### config.mk
export PLATFORM = sky130hd
export DESIGN_NAME = rlp_led_pwm
export DESIGN_NICKNAME = d
export VERILOG_FILES = /design/src/hdl/rlp_pkg.sv /design/src/hdl/rlp_led_pwm.sv
export SDC_FILE = /design/constraint.sdc
export NUM_CORES = 1
export LEC_CHECK = 0
export ABC_CLOCK_PERIOD_IN_PS = 7450
export BUFFER_PORTS_ARGS = -buffer_cell sky130_fd_sc_hd__buf_2
export CORE_UTILIZATION = 35
export CTS_CLUSTER_SIZE = 28
export DETAILED_ROUTE_END_ITERATION = 6
export PLACE_DENSITY = 0.52
export SKIP_LAST_GASP = 1
export SYNTH_ARGS = -nofsm -noshare
export SYNTH_HDL_FRONTEND = slang
export SYNTH_SLANG_ARGS = --single-unit
### constraint.sdc
create_clock -name clock_in -period 7.45 [get_ports clock_in]
set_input_delay 0.745 -clock clock_in [delete_from_list [all_inputs] [get_ports clock_in]]
set_output_delay 0.745 -clock clock_in [all_outputs]
set_load 0.05 [all_outputs]
### src/hdl/rlp_pkg.sv
package rlp_pkg;

    // ------------------------------------------------------------
    // Register map
    // ------------------------------------------------------------
    localparam logic [15:0] RLP_ADDR_ENABLES = 16'h3400;
    localparam logic [15:0] RLP_ADDR_DIVIDER = 16'h3402;
    localparam logic [15:0] RLP_ADDR_RED_TIMES = 16'h3404;
    localparam logic [15:0] RLP_ADDR_GREEN_TIMES = 16'h3406;
    localparam logic [15:0] RLP_ADDR_BLUE_TIMES = 16'h3408;
    localparam logic [15:0] RLP_ADDR_SLOPE = 16'h340A;
    localparam logic [15:0] RLP_ADDR_MAX_DUTY = 16'h340C;
    localparam logic [15:0] RLP_ADDR_WHITE = 16'h340E;
    localparam logic [15:0] RLP_ADDR_STATUS = 16'h3410;
    localparam logic [15:0] RLP_REG_RESET = 16'h0000;
    localparam logic [15:0] RLP_READ_UNMAPPED = 16'h0000;

    // ------------------------------------------------------------
    // Field positions
    // ------------------------------------------------------------
    localparam int RLP_EN_WHITE_BIT = 8;
    localparam int RLP_EN_RED_BIT = 9;
    localparam int RLP_EN_GATE_BIT = 12;
    localparam int RLP_TIME_ON_LSB = 0;
    localparam int RLP_TIME_OFF_LSB = 8;
    localparam int RLP_WHITE_SEL_LSB = 8;

    // ------------------------------------------------------------
    // Timing counts
    // ------------------------------------------------------------
    // One duty period is 16 working clocks; full duty is 16
    localparam logic [3:0] RLP_POS_LAST = 4'hF;
    localparam logic [4:0] RLP_DUTY_FULL = 5'h10;
    // Pulse period is 128 step clocks
    localparam logic [6:0] RLP_STEP_ONE = 7'h01;
    // White: 64 steps per period, prescale 4 (64Hz) to 256 (1Hz)
    localparam logic [8:0] RLP_WHITE_PRE_BASE = 9'h004;
    localparam logic [2:0] RLP_WHITE_SEL_MAX = 3'h6;

    // ------------------------------------------------------------
    // Types
    // ------------------------------------------------------------
    typedef enum logic [1:0] {
        RLP_PH_OFF = 2'b00,
        RLP_PH_RISE = 2'b01,
        RLP_PH_HOLD = 2'b11,
        RLP_PH_FALL = 2'b10
    } rlp_phase_t;

    typedef struct packed {
        rlp_phase_t phase;
        logic [4:0] duty;
        logic [7:0] slope_cnt;
    } rlp_chan_t;

    typedef struct packed {
        logic [15:0] enables;
        logic [15:0] divider;
        logic [15:0] slope;
        logic [15:0] max_duty;
        logic [15:0] white;
        logic [2:0][15:0] times;
        logic src_prev;
        logic [3:0] div_cnt;
        logic [3:0] pos;
        logic [6:0] step;
        rlp_chan_t [2:0] chan;
        logic [8:0] white_pre;
        logic [5:0] white_step;
        logic [15:0] rdata;
        logic [3:0] led;
    } rlp_state_t;

endpackage

### src/hdl/rlp_led_pwm.sv
`timescale 1ns/100ps
// How it works
// RQ1: All timing comes from the slow pwm_source_clock of roughly 16KHz.
// RQ2: Divider register divides source clock by 1 to 16 for working clock.
// RQ3: Duty period is 16 working clocks; high part follows duty value.
// RQ4: Step clock is working clock over 16; pulse period is 128 steps.
// RQ5: Non-zero slope ramps duty up from zero to maximum at on time.
// RQ6: Off time during ramp-up truncates ramp and starts ramping down.
// RQ7: Zero slope jumps straight to full duty at on, to off at off.
// RQ8: Ramp reaching maximum holds there until the off time arrives.
// RQ9: All colour channels share one 128-step period counter.
// RQ10: Per-channel on and off times place activity within shared period.
// RQ11: White channel has no ramp; fixed duty or fully off.
// RQ12: White runs straight from source clock; control sets period, duty.
// RQ13: White frequency 64Hz down to 1Hz, with 64 duty steps.
// RQ14: With all four enable bits zero the whole unit is stopped.
// RQ15: All colour enables clear resets colour counters and state.
// RQ16: Software should disable colour channels while changing settings.
// RQ17: After a live change, channels recover by next period boundary; code only corrects a stale phase within one period of steps.
// RQ18: External gate input, when enabled, gates every output stage.
// RQ19: Output high while duty-period position is below current duty.
module rlp_led_pwm
    import rlp_pkg::*;
(
    input wire logic clock_in,
    input wire logic rst_in,
    input wire logic [15:0] reg_addr_in,
    input wire logic reg_wr_in,
    input wire logic reg_rd_in,
    input wire logic [15:0] reg_wdata_in,
    input wire logic pwm_source_clock_in,
    input wire logic external_output_gate_in,
    output logic [15:0] reg_rdata_out,
    output logic led_red_out,
    output logic led_green_out,
    output logic led_blue_out,
    output logic led_white_out
);

    // ------------------------------------------------------------
    // State and tick decode
    // ------------------------------------------------------------
    rlp_state_t s;
    rlp_state_t next_s;
    logic src_tick;
    logic any_en;
    logic rgb_en;
    logic pwm_tick;
    logic step_tick;
    logic [4:0] duty_max;
    logic [2:0] white_sel;
    logic [8:0] white_lim;
    logic gate_open;

    // Next-state logic; settings are used live, no resampling
    always_comb begin
        next_s = s;
        src_tick = pwm_source_clock_in & ~s.src_prev; // see RQ1
        any_en = |s.enables[RLP_EN_GATE_BIT-1:RLP_EN_WHITE_BIT];
        rgb_en = |s.enables[RLP_EN_GATE_BIT-1:RLP_EN_RED_BIT];
        pwm_tick = 1'b0;
        step_tick = 1'b0;
        duty_max = (s.max_duty[4:0] > RLP_DUTY_FULL) ? RLP_DUTY_FULL
                                                       : s.max_duty[4:0];
        white_sel = s.white[RLP_WHITE_SEL_LSB +: 3];
        if (white_sel > RLP_WHITE_SEL_MAX) begin
            white_sel = RLP_WHITE_SEL_MAX;
        end
        white_lim = (RLP_WHITE_PRE_BASE << white_sel) - 9'h001; // see RQ13
        gate_open = ~s.enables[RLP_EN_GATE_BIT] | external_output_gate_in;
        next_s.src_prev = pwm_source_clock_in;

        // Working clock divider, ratio is field plus one
        if (src_tick && rgb_en) begin
            if (s.div_cnt == s.divider[3:0]) begin // see RQ2
                next_s.div_cnt = 4'h0;
                pwm_tick = 1'b1;
            end else begin
                next_s.div_cnt = s.div_cnt + 4'h1;
            end
        end

        // Duty position and shared step counter
        if (pwm_tick) begin
            next_s.pos = s.pos + 4'h1; // see RQ3
            step_tick = (s.pos == RLP_POS_LAST); // see RQ4
        end
        if (step_tick) begin
            next_s.step = s.step + RLP_STEP_ONE; // see RQ9
        end

        // Colour channels; on/off compared every step so a stale
        // phase is corrected within one period
        for (int i = 0; i < 3; i++) begin
            if (step_tick) begin
                next_s.chan[i].slope_cnt = s.chan[i].slope_cnt + 8'h01;
                if (s.chan[i].slope_cnt >= s.slope[7:0] - 8'h01) begin
                    next_s.chan[i].slope_cnt = 8'h00;
                end
            end
            case (s.chan[i].phase)
                RLP_PH_OFF: begin
                    next_s.chan[i].duty = 5'h00;
                    if (step_tick &&
                        s.step == s.times[i][RLP_TIME_ON_LSB +: 7]) begin
                        next_s.chan[i].slope_cnt = 8'h00;
                        if (s.slope[7:0] == 8'h00) begin
                            next_s.chan[i].phase = RLP_PH_HOLD; // see RQ7
                            next_s.chan[i].duty = duty_max;
                        end else begin
                            next_s.chan[i].phase = RLP_PH_RISE; // see RQ5
                        end
                    end
                end
                RLP_PH_RISE: begin
                    if (step_tick &&
                        s.step == s.times[i][RLP_TIME_OFF_LSB +: 7]) begin
                        next_s.chan[i].phase = RLP_PH_FALL; // see RQ6
                        next_s.chan[i].slope_cnt = 8'h00;
                    end else if (step_tick &&
                                 s.chan[i].slope_cnt >=
                                 s.slope[7:0] - 8'h01) begin
                        if (s.chan[i].duty + 5'h01 >= duty_max) begin
                            next_s.chan[i].phase = RLP_PH_HOLD; // see RQ8
                            next_s.chan[i].duty = duty_max;
                        end else begin
                            next_s.chan[i].duty = s.chan[i].duty + 5'h01;
                        end
                    end
                end
                RLP_PH_HOLD: begin
                    next_s.chan[i].duty = duty_max; // see RQ8
                    if (step_tick &&
                        s.step == s.times[i][RLP_TIME_OFF_LSB +: 7]) begin
                        next_s.chan[i].slope_cnt = 8'h00;
                        if (s.slope[7:0] == 8'h00) begin
                            next_s.chan[i].phase = RLP_PH_OFF; // see RQ7
                            next_s.chan[i].duty = 5'h00;
                        end else begin
                            next_s.chan[i].phase = RLP_PH_FALL;
                        end
                    end
                end
                RLP_PH_FALL: begin
                    if (s.slope[7:0] == 8'h00) begin // see RQ17
                        next_s.chan[i].phase = RLP_PH_OFF;
                        next_s.chan[i].duty = 5'h00;
                    end else if (step_tick &&
                                 s.chan[i].slope_cnt >=
                                 s.slope[7:0] - 8'h01) begin
                        if (s.chan[i].duty <= 5'h01) begin
                            next_s.chan[i].phase = RLP_PH_OFF;
                            next_s.chan[i].duty = 5'h00;
                        end else begin
                            next_s.chan[i].duty = s.chan[i].duty - 5'h01;
                        end
                    end
                end
                default: begin
                    next_s.chan[i].phase = RLP_PH_OFF;
                    next_s.chan[i].duty = 5'h00;
                end
            endcase
            // On/off times set each channel within the shared period
            next_s.led[i] = s.enables[RLP_EN_RED_BIT + i] & gate_open &
                ({1'b0, s.pos} < s.chan[i].duty); // see RQ10, RQ18, RQ19
        end

        // Colour reset when every colour enable is clear
        if (!rgb_en) begin
            next_s.div_cnt = 4'h0; // see RQ15
            next_s.pos = 4'h0;
            next_s.step = 7'h00;
            for (int i = 0; i < 3; i++) begin
                next_s.chan[i] = '0;
            end
        end

        // White channel straight off source clock, no ramp logic
        if (!s.enables[RLP_EN_WHITE_BIT]) begin
            next_s.white_pre = 9'h000; // see RQ11
            next_s.white_step = 6'h00;
        end else if (src_tick) begin
            if (s.white_pre >= white_lim) begin // see RQ12
                next_s.white_pre = 9'h000;
                next_s.white_step = s.white_step + 6'h01;
            end else begin
                next_s.white_pre = s.white_pre + 9'h001;
            end
        end
        next_s.led[3] = s.enables[RLP_EN_WHITE_BIT] & gate_open &
            (s.white_step < s.white[5:0]); // see RQ13, RQ18

        // Whole unit stopped: nothing may toggle an output
        if (!any_en) begin
            next_s.led = 4'h0; // see RQ14
        end

        // Register writes; RQ16 leaves live changes to software care
        if (reg_wr_in) begin
            case (reg_addr_in)
                RLP_ADDR_ENABLES: next_s.enables = reg_wdata_in;
                RLP_ADDR_DIVIDER: next_s.divider = reg_wdata_in;
                RLP_ADDR_RED_TIMES: next_s.times[0] = reg_wdata_in;
                RLP_ADDR_GREEN_TIMES: next_s.times[1] = reg_wdata_in;
                RLP_ADDR_BLUE_TIMES: next_s.times[2] = reg_wdata_in;
                RLP_ADDR_SLOPE: next_s.slope = reg_wdata_in;
                RLP_ADDR_MAX_DUTY: next_s.max_duty = reg_wdata_in;
                RLP_ADDR_WHITE: next_s.white = reg_wdata_in;
                default: next_s.enables = s.enables;
            endcase
        end

        // Read data registered, held until the next read
        if (reg_rd_in) begin
            case (reg_addr_in)
                RLP_ADDR_ENABLES: next_s.rdata = s.enables;
                RLP_ADDR_DIVIDER: next_s.rdata = s.divider;
                RLP_ADDR_RED_TIMES: next_s.rdata = s.times[0];
                RLP_ADDR_GREEN_TIMES: next_s.rdata = s.times[1];
                RLP_ADDR_BLUE_TIMES: next_s.rdata = s.times[2];
                RLP_ADDR_SLOPE: next_s.rdata = s.slope;
                RLP_ADDR_MAX_DUTY: next_s.rdata = s.max_duty;
                RLP_ADDR_WHITE: next_s.rdata = s.white;
                RLP_ADDR_STATUS: next_s.rdata = {1'b0, s.step, s.pos, s.led};
                default: next_s.rdata = RLP_READ_UNMAPPED;
            endcase
        end
    end

    // ------------------------------------------------------------
    // State register
    // ------------------------------------------------------------
    always_ff @(posedge clock_in) begin
        if (rst_in) begin
            s <= '0;
        end else begin
            s <= next_s;
        end
    end

    // Outputs straight from state flops
    assign reg_rdata_out = s.rdata;
    assign led_red_out = s.led[0];
    assign led_green_out = s.led[1];
    assign led_blue_out = s.led[2];
    assign led_white_out = s.led[3];

    // ------------------------------------------------------------
    // Checks
    // ------------------------------------------------------------
    // Channel checks watch red; green and blue share the same logic
    AST_DIV_RESTART: assert property ( // see RQ2
        @(posedge clock_in) disable iff (rst_in)
        pwm_tick |=> s.div_cnt == 4'h0)
        else $error("divider did not restart after working tick");

    AST_DIV_HOLD: assert property ( // see RQ1
        @(posedge clock_in) disable iff (rst_in)
        !src_tick |=> s.div_cnt == $past(s.div_cnt) || s.div_cnt == 4'h0)
        else $error("divider moved without a source tick");

    AST_POS_ADVANCE: assert property ( // see RQ3
        @(posedge clock_in) disable iff (rst_in)
        pwm_tick && rgb_en |=> s.pos == $past(s.pos) + 4'h1)
        else $error("duty position did not advance");

    AST_STEP_ADVANCE: assert property ( // see RQ4
        @(posedge clock_in) disable iff (rst_in)
        step_tick && rgb_en |=> s.step == $past(s.step) + 7'h01)
        else $error("step counter did not advance on step tick");

    AST_STEP_HOLD: assert property ( // see RQ4
        @(posedge clock_in) disable iff (rst_in)
        rgb_en && !step_tick |=> s.step == $past(s.step))
        else $error("step counter moved without a step tick");

    AST_DUTY_CAP: assert property ( // see RQ3
        @(posedge clock_in) disable iff (rst_in)
        s.chan[0].duty <= RLP_DUTY_FULL)
        else $error("duty beyond one full duty period");

    AST_RISE_START: assert property ( // see RQ5
        @(posedge clock_in) disable iff (rst_in)
        rgb_en && step_tick && s.slope[7:0] != 8'h00 &&
        s.chan[0].phase == RLP_PH_OFF && s.step == s.times[0][6:0]
        |=> s.chan[0].phase == RLP_PH_RISE && s.chan[0].duty == 5'h00)
        else $error("ramp did not start from zero at on time");

    AST_ZERO_SLOPE_JUMP: assert property ( // see RQ7
        @(posedge clock_in) disable iff (rst_in)
        rgb_en && step_tick && s.slope[7:0] == 8'h00 &&
        s.chan[0].phase == RLP_PH_OFF && s.step == s.times[0][6:0]
        |=> s.chan[0].phase == RLP_PH_HOLD &&
        s.chan[0].duty == $past(duty_max))
        else $error("zero slope did not jump to full duty");

    AST_TRUNCATE: assert property ( // see RQ6
        @(posedge clock_in) disable iff (rst_in)
        rgb_en && step_tick && s.chan[0].phase == RLP_PH_RISE &&
        s.step == s.times[0][14:8] |=> s.chan[0].phase == RLP_PH_FALL)
        else $error("ramp not truncated at off time");

    AST_HOLD_AT_MAX: assert property ( // see RQ8
        @(posedge clock_in) disable iff (rst_in)
        s.chan[0].phase == RLP_PH_HOLD &&
        !(reg_wr_in && reg_addr_in == RLP_ADDR_MAX_DUTY)
        |=> s.chan[0].phase != RLP_PH_HOLD || s.chan[0].duty == duty_max)
        else $error("hold phase left maximum duty");

    AST_RECOVER: assert property ( // see RQ17
        @(posedge clock_in) disable iff (rst_in)
        s.slope[7:0] == 8'h00 && s.chan[0].phase == RLP_PH_FALL
        |=> s.chan[0].phase == RLP_PH_OFF)
        else $error("stale fall phase kept after slope cleared");

    AST_OUT_DUTY: assert property ( // see RQ19
        @(posedge clock_in) disable iff (rst_in)
        s.enables[RLP_EN_RED_BIT] && gate_open
        |=> s.led[0] == ({1'b0, $past(s.pos)} < $past(s.chan[0].duty)))
        else $error("red output does not follow position and duty");

    AST_COLOUR_RESET: assert property ( // see RQ15
        @(posedge clock_in) disable iff (rst_in)
        !rgb_en |=> s.step == 7'h00 && s.pos == 4'h0 &&
        s.chan[0].phase == RLP_PH_OFF)
        else $error("colour counters not reset when disabled");

    AST_UNIT_OFF: assert property ( // see RQ14
        @(posedge clock_in) disable iff (rst_in)
        !any_en |=> s.led == 4'h0)
        else $error("output active while unit stopped");

    AST_GATE_CLOSED: assert property ( // see RQ18
        @(posedge clock_in) disable iff (rst_in)
        s.enables[RLP_EN_GATE_BIT] && !external_output_gate_in
        |=> s.led == 4'h0)
        else $error("output active while external gate closed");

    AST_WHITE_ZERO: assert property ( // see RQ11
        @(posedge clock_in) disable iff (rst_in)
        s.white[5:0] == 6'h00 |=> !s.led[3])
        else $error("white output active at zero duty");

    AST_WHITE_OFF: assert property ( // see RQ11
        @(posedge clock_in) disable iff (rst_in)
        !s.enables[RLP_EN_WHITE_BIT] |=> !s.led[3] && s.white_step == 6'h00)
        else $error("white channel active while disabled");

    AST_WHITE_HOLD: assert property ( // see RQ12
        @(posedge clock_in) disable iff (rst_in)
        s.enables[RLP_EN_WHITE_BIT] && !src_tick
        |=> s.white_step == $past(s.white_step))
        else $error("white step moved without a source tick");

    AST_WHITE_DUTY: assert property ( // see RQ13
        @(posedge clock_in) disable iff (rst_in)
        s.enables[RLP_EN_WHITE_BIT] && gate_open &&
        s.white_step < s.white[5:0] |=> s.led[3])
        else $error("white output low inside its duty");

endmodule

Word-level counts from Yosys, hierarchy flattened
Index checks and enable logic that the tools add are counted.
- add/sub/neg operators: 16
- order comparisons: 16
- equal/unequal tests: 50
- shift-type cells: 1
- mux-type cells: 60
- bitwise gates (word level): 15
- reduce and logical (&&, ||, !) cells: 34
- operator list (kind ; number):
    $eq 16x14->1 const B ; 9
    $pmux 16 s9 ; 1
    $mux 15 ; 6
    $pmux 7 s4 ; 3
    $mux 8 ; 9
    $pmux 8 s3 ; 3
    $mux 7 ; 9
    $mux 5 ; 12
    $eq 7x7->1 ; 6
    $ne 3x3->1 const B ; 12
    $add 8x1->8 const B ; 3
    $ge 8x8->1 ; 3
    $ne 2x2->1 const B ; 12
    $mux 2 ; 11
    $reduce_and 2->1 ; 9
    $reduce_and 6->1 ; 3
    $add 5x1->5 const B ; 3
    $ge 5x5->1 ; 3
    $le 5x1->1 const B ; 3
    $lt 4x5->1 ; 3
    $sub 5x1->5 const B ; 3
    $eq 2x2->1 const B ; 6
    $logic_and 1x1->1 ; 10
    $add 9x1->9 const B ; 1
    other kinds (26) ; 49
- flip-flop bits (word level): 224
- input port bits: 38
- output and inout bits: 20
- word-level logic and storage cells: 217

Longest topological paths before layout
- word-level depth: 9
- gate-level depth with buffers: 13
- depth with buffers taken out: 12

Least setup slack after synthesis
No wires, ideal clock.
- path type: flip-flop to flip-flop
- start: register s[176] (netlist name)
- end: register s[66] (netlist name)
- library setup time: 0.066 ns
- arrival time: 2.968 ns
- data required time: 7.384 ns
- setup slack: 4.415 ns
- stages on the path, launching flop included: 13
- buffers on the path: 0
- period minus slack after synthesis: 3.035 ns
- path through: dfxtp_1 -> inv_1 -> ha_1 -> xnor2_1 -> ha_1 -> a21o_1 -> a31oi_1 -> o21ai_0 -> maj3_2 -> maj3_2 -> a21o_1 -> a211o_4 -> a21oi_2
- longest elaborated chain between the ends: 6
- elaborated cells on any way between the ends: 8
- those cells by class: 1 x add/sub; 1 x order compare; 6 x mux
- ends and longest elaborated chain (item ; RTL line ; text):
    from (decl) ; rlp_led_pwm.sv:43 ; rlp_state_t s;
    from (signal assigned) ; rlp_led_pwm.sv:238 ; s <= next_s;
    $sub 8x1->8 * ; rlp_led_pwm.sv:97 ; if (s.chan[i].slope_cnt >= s.slope[7:0] - 8'h01) begin
    $ge 8x8->1 * ; rlp_led_pwm.sv:97 ;
    $mux 8 * ; rlp_led_pwm.sv:97 ;
    $mux 8 * ; rlp_led_pwm.sv:95 ; if (step_tick) begin
    $mux 15 (tied with other cells) ; rlp_led_pwm.sv:133 ; if (step_tick &&
    $pmux 8 s3 * ; rlp_led_pwm.sv:101 ; case (s.chan[i].phase)
Mark *: on every way between the ends. The rest lies on a longest branch, timed or not. The select of a mux whose other input is x is not followed.
A chain may end at the register's enable or synchronous reset.

Final worst setup path
Ends and elaborated chain as after synthesis.

==> impl_metrics.json <==
{
  "cts.clk_slew.worst_paths_ns": 0.06,
  "grt_pass1_vias": 10760,
  "startpoint": "s[176]",
  "synth.ff_latch_count": 224,
  "rows": 69,
  "antenna_cells": 0,
  "ios": 58,
  "routedWlPerCell_um": 19.34,
  "finalMaxSlewViolations": 0,
  "synth_flop_cell": "dfxtp_1",
  "cp_slowest_cell": "dfxtp_1",
  "arrival_ns": 3.97,
  "cts_max_path_buffers": 3,
  "routed_wl_um": 39890,
  "syn_area_per_cell_um2": 7.957,
  "rsz0062_at_grt": "no",
  "postLayoutCoreUtil_pct": 39.40,
  "final_antenna_net_count": 0,
  "worstMarginPinSlew_ns": 1.366,
  "cts_buffers": 27,
  "syn-cell-area_mm2": 0.01274,
  "area_delta_synth_final_pct": 10.27,
  "clock_skew_ns": 0.01437,
  "synth-simple-area-share_pct": 21.47,
  "leakage_uw": 0.005185,
  "post_cts_buffers": 0,
  "hp-class": "input port to flip-flop",
  "drt_iter0_drc": 848,
  "synth_edf_count": 0,
  "final_hold_viol_count": 0,
  "r2r_start": "s[176]",
  "nets": 1689,
  "grt-ovfl-total": 0,
  "synth_top_area_share_pct": 35.20,
  "crit_chain": "inv_1 > ha_1 > xnor2_1 > ha_1 > a21o_1 > a31oi_1 > o21ai_0 > maj3_2 > maj3_2 > a21o_1 > a211o_4 > a21oi_2",
  "cts_tree": "done",
  "place.gp.congestion": 0.9163,
  "yosys-top-cells-count": "348 x nand2_1, 224 x dfxtp_1, 186 x a21oi_1, 92 x nor2_1",
  "drive_gt1_share_pct": 10.62,
  "powerDensity_mw_per_mm2": 188.4,
  "antenna_found_initial": 0,
  "synth_seq_area_share_pct": 35.20,
  "synth_top_family_by_area": "simple AND/OR/NAND/NOR gates",
  "grt_pass1_wl_um": 61890,
  "setup_viol": 0,
  "max_stage_delay_ns": 0.41,
  "cts_sinks": 224,
  "synth_compound_area_share_pct": 20.88,
  "syn_nets": 1709,
  "post-synth-top-count-cell": "nand2_1",
  "path_max_fanout": 8,
  "fin_crit_sh_pct": 46.80,
  "synthMuxAreaShare_pct": 1.935,
  "reg2regPathDepth": 12,
  "clock_latency_ns": 0.56,
  "postCtsHoldBufs": 0,
  "dieArea_mm2": 0.03716,
  "port_buffers": 57,
  "synthXorXnorAreaFrac_pct": 7.779,
  "rrSetupSlack_ns": 3.96,
  "vias": 11310,
  "globalRouteTotalUtil_pct": 21.49,
  "cp-start-kind": "flip-flop",
  "first_pass_iters": 6,
  "via_per_inst": 5.485,
  "synth_top_cell_by_area": "dfxtp_1",
  "synthAdderAreaFrac_pct": 7.052,
  "die_y_um": 192.8,
  "yosysUniqueCellTypes": 83,
  "endpoint_kind": "flip-flop",
  "peakVddDrop_uv": 172.7,
  "synth_cells": 1601,
  "async_flop_share_pct": 0,
  "cp_num_buf_inv": 1,
  "fillers": 3662,
  "post_cts_resized": 0,
  "remaining_drc_errors": 0,
  "placed_area_mm2": 0.01311,
  "worstReg2RegEnd": "s[66]",
  "dp.final_hpwl_um": 27900,
  "start_util_pct": 35.73,
  "min_period_ns": 3.486,
  "fin_area_mm2": 0.01405,
  "grt_max_degree": 95,
  "timing.fmax_mhz": 286.8,
  "path_delay_family": "adder cells",
  "fin_tns_setup_ns": 0,
  "cts_root_buf": "clkbuf_16",
  "synth_warnings": 0,
  "synth.top_cells.by_area": "dfxtp_1 35%, nand2_1 10%, a21oi_1 7.3%",
  "critPathKind": "flip-flop to flip-flop",
  "cp.required_ns": 7.93,
  "core_area_mm2": 0.03566,
  "path_depth": 12,
  "slew_headroom_pct": 8.518,
  "cap_viol_max_count": 0,
  "cp-endpoint": "s[66]",
  "outcome": "complete, no violations",
  "fp.dieW_um": 192.8,
  "htreeDepth": 1,
  "min_path_cells": 2
}
-- metal layers --
| metal | GRT usage (%) | vias up | part of all wire [%] |
|---|---|---|---|
| met5 | 0 | - | 0 |
| met4 | 7.995 | 0 | 3.4 |
| met3 | 2.873 | 72 | 4.8 |
| met2 | 35.75 | 294 | 47 |
| met1 | 28.10 | 5381 | 45 |
| li1 | - | 5564 | - |
-- stage by stage --
stage,hold WS (ns),total power [uW],setup WS (ns),instances
floorplan,0.4284,1260,4.415,1601
global placement,0.4342,1283,3.811,2013
detailed placement,0.4419,1283,3.721,2013
CTS,0.4036,2681,3.944,2062
global route,0.4105,2729,3.737,2062
finish,0.4261,2647,3.964,2062
-- power breakdown --
part / switching, uW / total, uW / internal, uW
Combinational: 46.3 / 58.7 / 12.4
Clock: 549 / 1390 / 842
Sequential: 0.118 / 1200 / 1200
Total: 595 / 2650 / 2050
-- state kept, by name, indices dropped and copies added, names as in the netlist --
name,flops
led_white_out,1
s,204
led_red_out,1
led_blue_out,1
reg_rdata_out,16
led_green_out,1
-- cell usage in the layout, fill, tap and decap left out, types with 14 or more instances in the layout --
| cell type | n |
|---|---|
| nand2_1 | 348 |
| dfxtp_1 | 224 |
| a21oi_1 | 186 |
| nor2_1 | 91 |
| xor2_1 | 70 |
| ha_1 | 70 |
| buf_2 | 56 |
| xnor2_1 | 40 |
| o21ai_0 | 37 |
| a22oi_1 | 35 |
| inv_1 | 34 |
| clkbuf_16 | 27 |
| nand3_1 | 25 |
| nand4_1 | 24 |
| nand2b_1 | 18 |
| nor3_1 | 16 |
| a21o_1 | 16 |
| a22o_1 | 15 |
| a222oi_1 | 14 |
-- how the worst min path moves through the flow --
stage / slack (ns) / endpoint / start
detailed placement: 0.44 / s[184] / s[184]
global placement: 0.43 / s[155] / s[155]
floorplan: 0.43 / s[151] / s[151]
CTS: 0.40 / s[95] / pwm_source_clock_in
global route: 0.41 / s[95] / pwm_source_clock_in
finish: 0.43 / s[95] / pwm_source_clock_in
-- cell families after synthesis --
kind of cell | Yosys count
and+or+nand+nor | 610
AOI/OAI and AO/OA | 408
DFF | 224
buffers and inverters | 152
xor gates and xnor gates | 111
adders and majority gates | 72
muxes | 23
other | 1
-- layout make-up --
cell class | count | area, um2 | share of cell area (%)
multi-input cells | 1225 | 7543 | 53.70
flip-flops and latches | 224 | 4484 | 31.92
clock buffers | 39 | 790.8 | 5.629
well taps | 461 | 576.8 | 4.106
repair buffers | 69 | 377.9 | 2.690
clock inverters | 10 | 146.4 | 1.042
inverters | 34 | 127.6 | 0.9085
(Power assumes the default switching activity.)
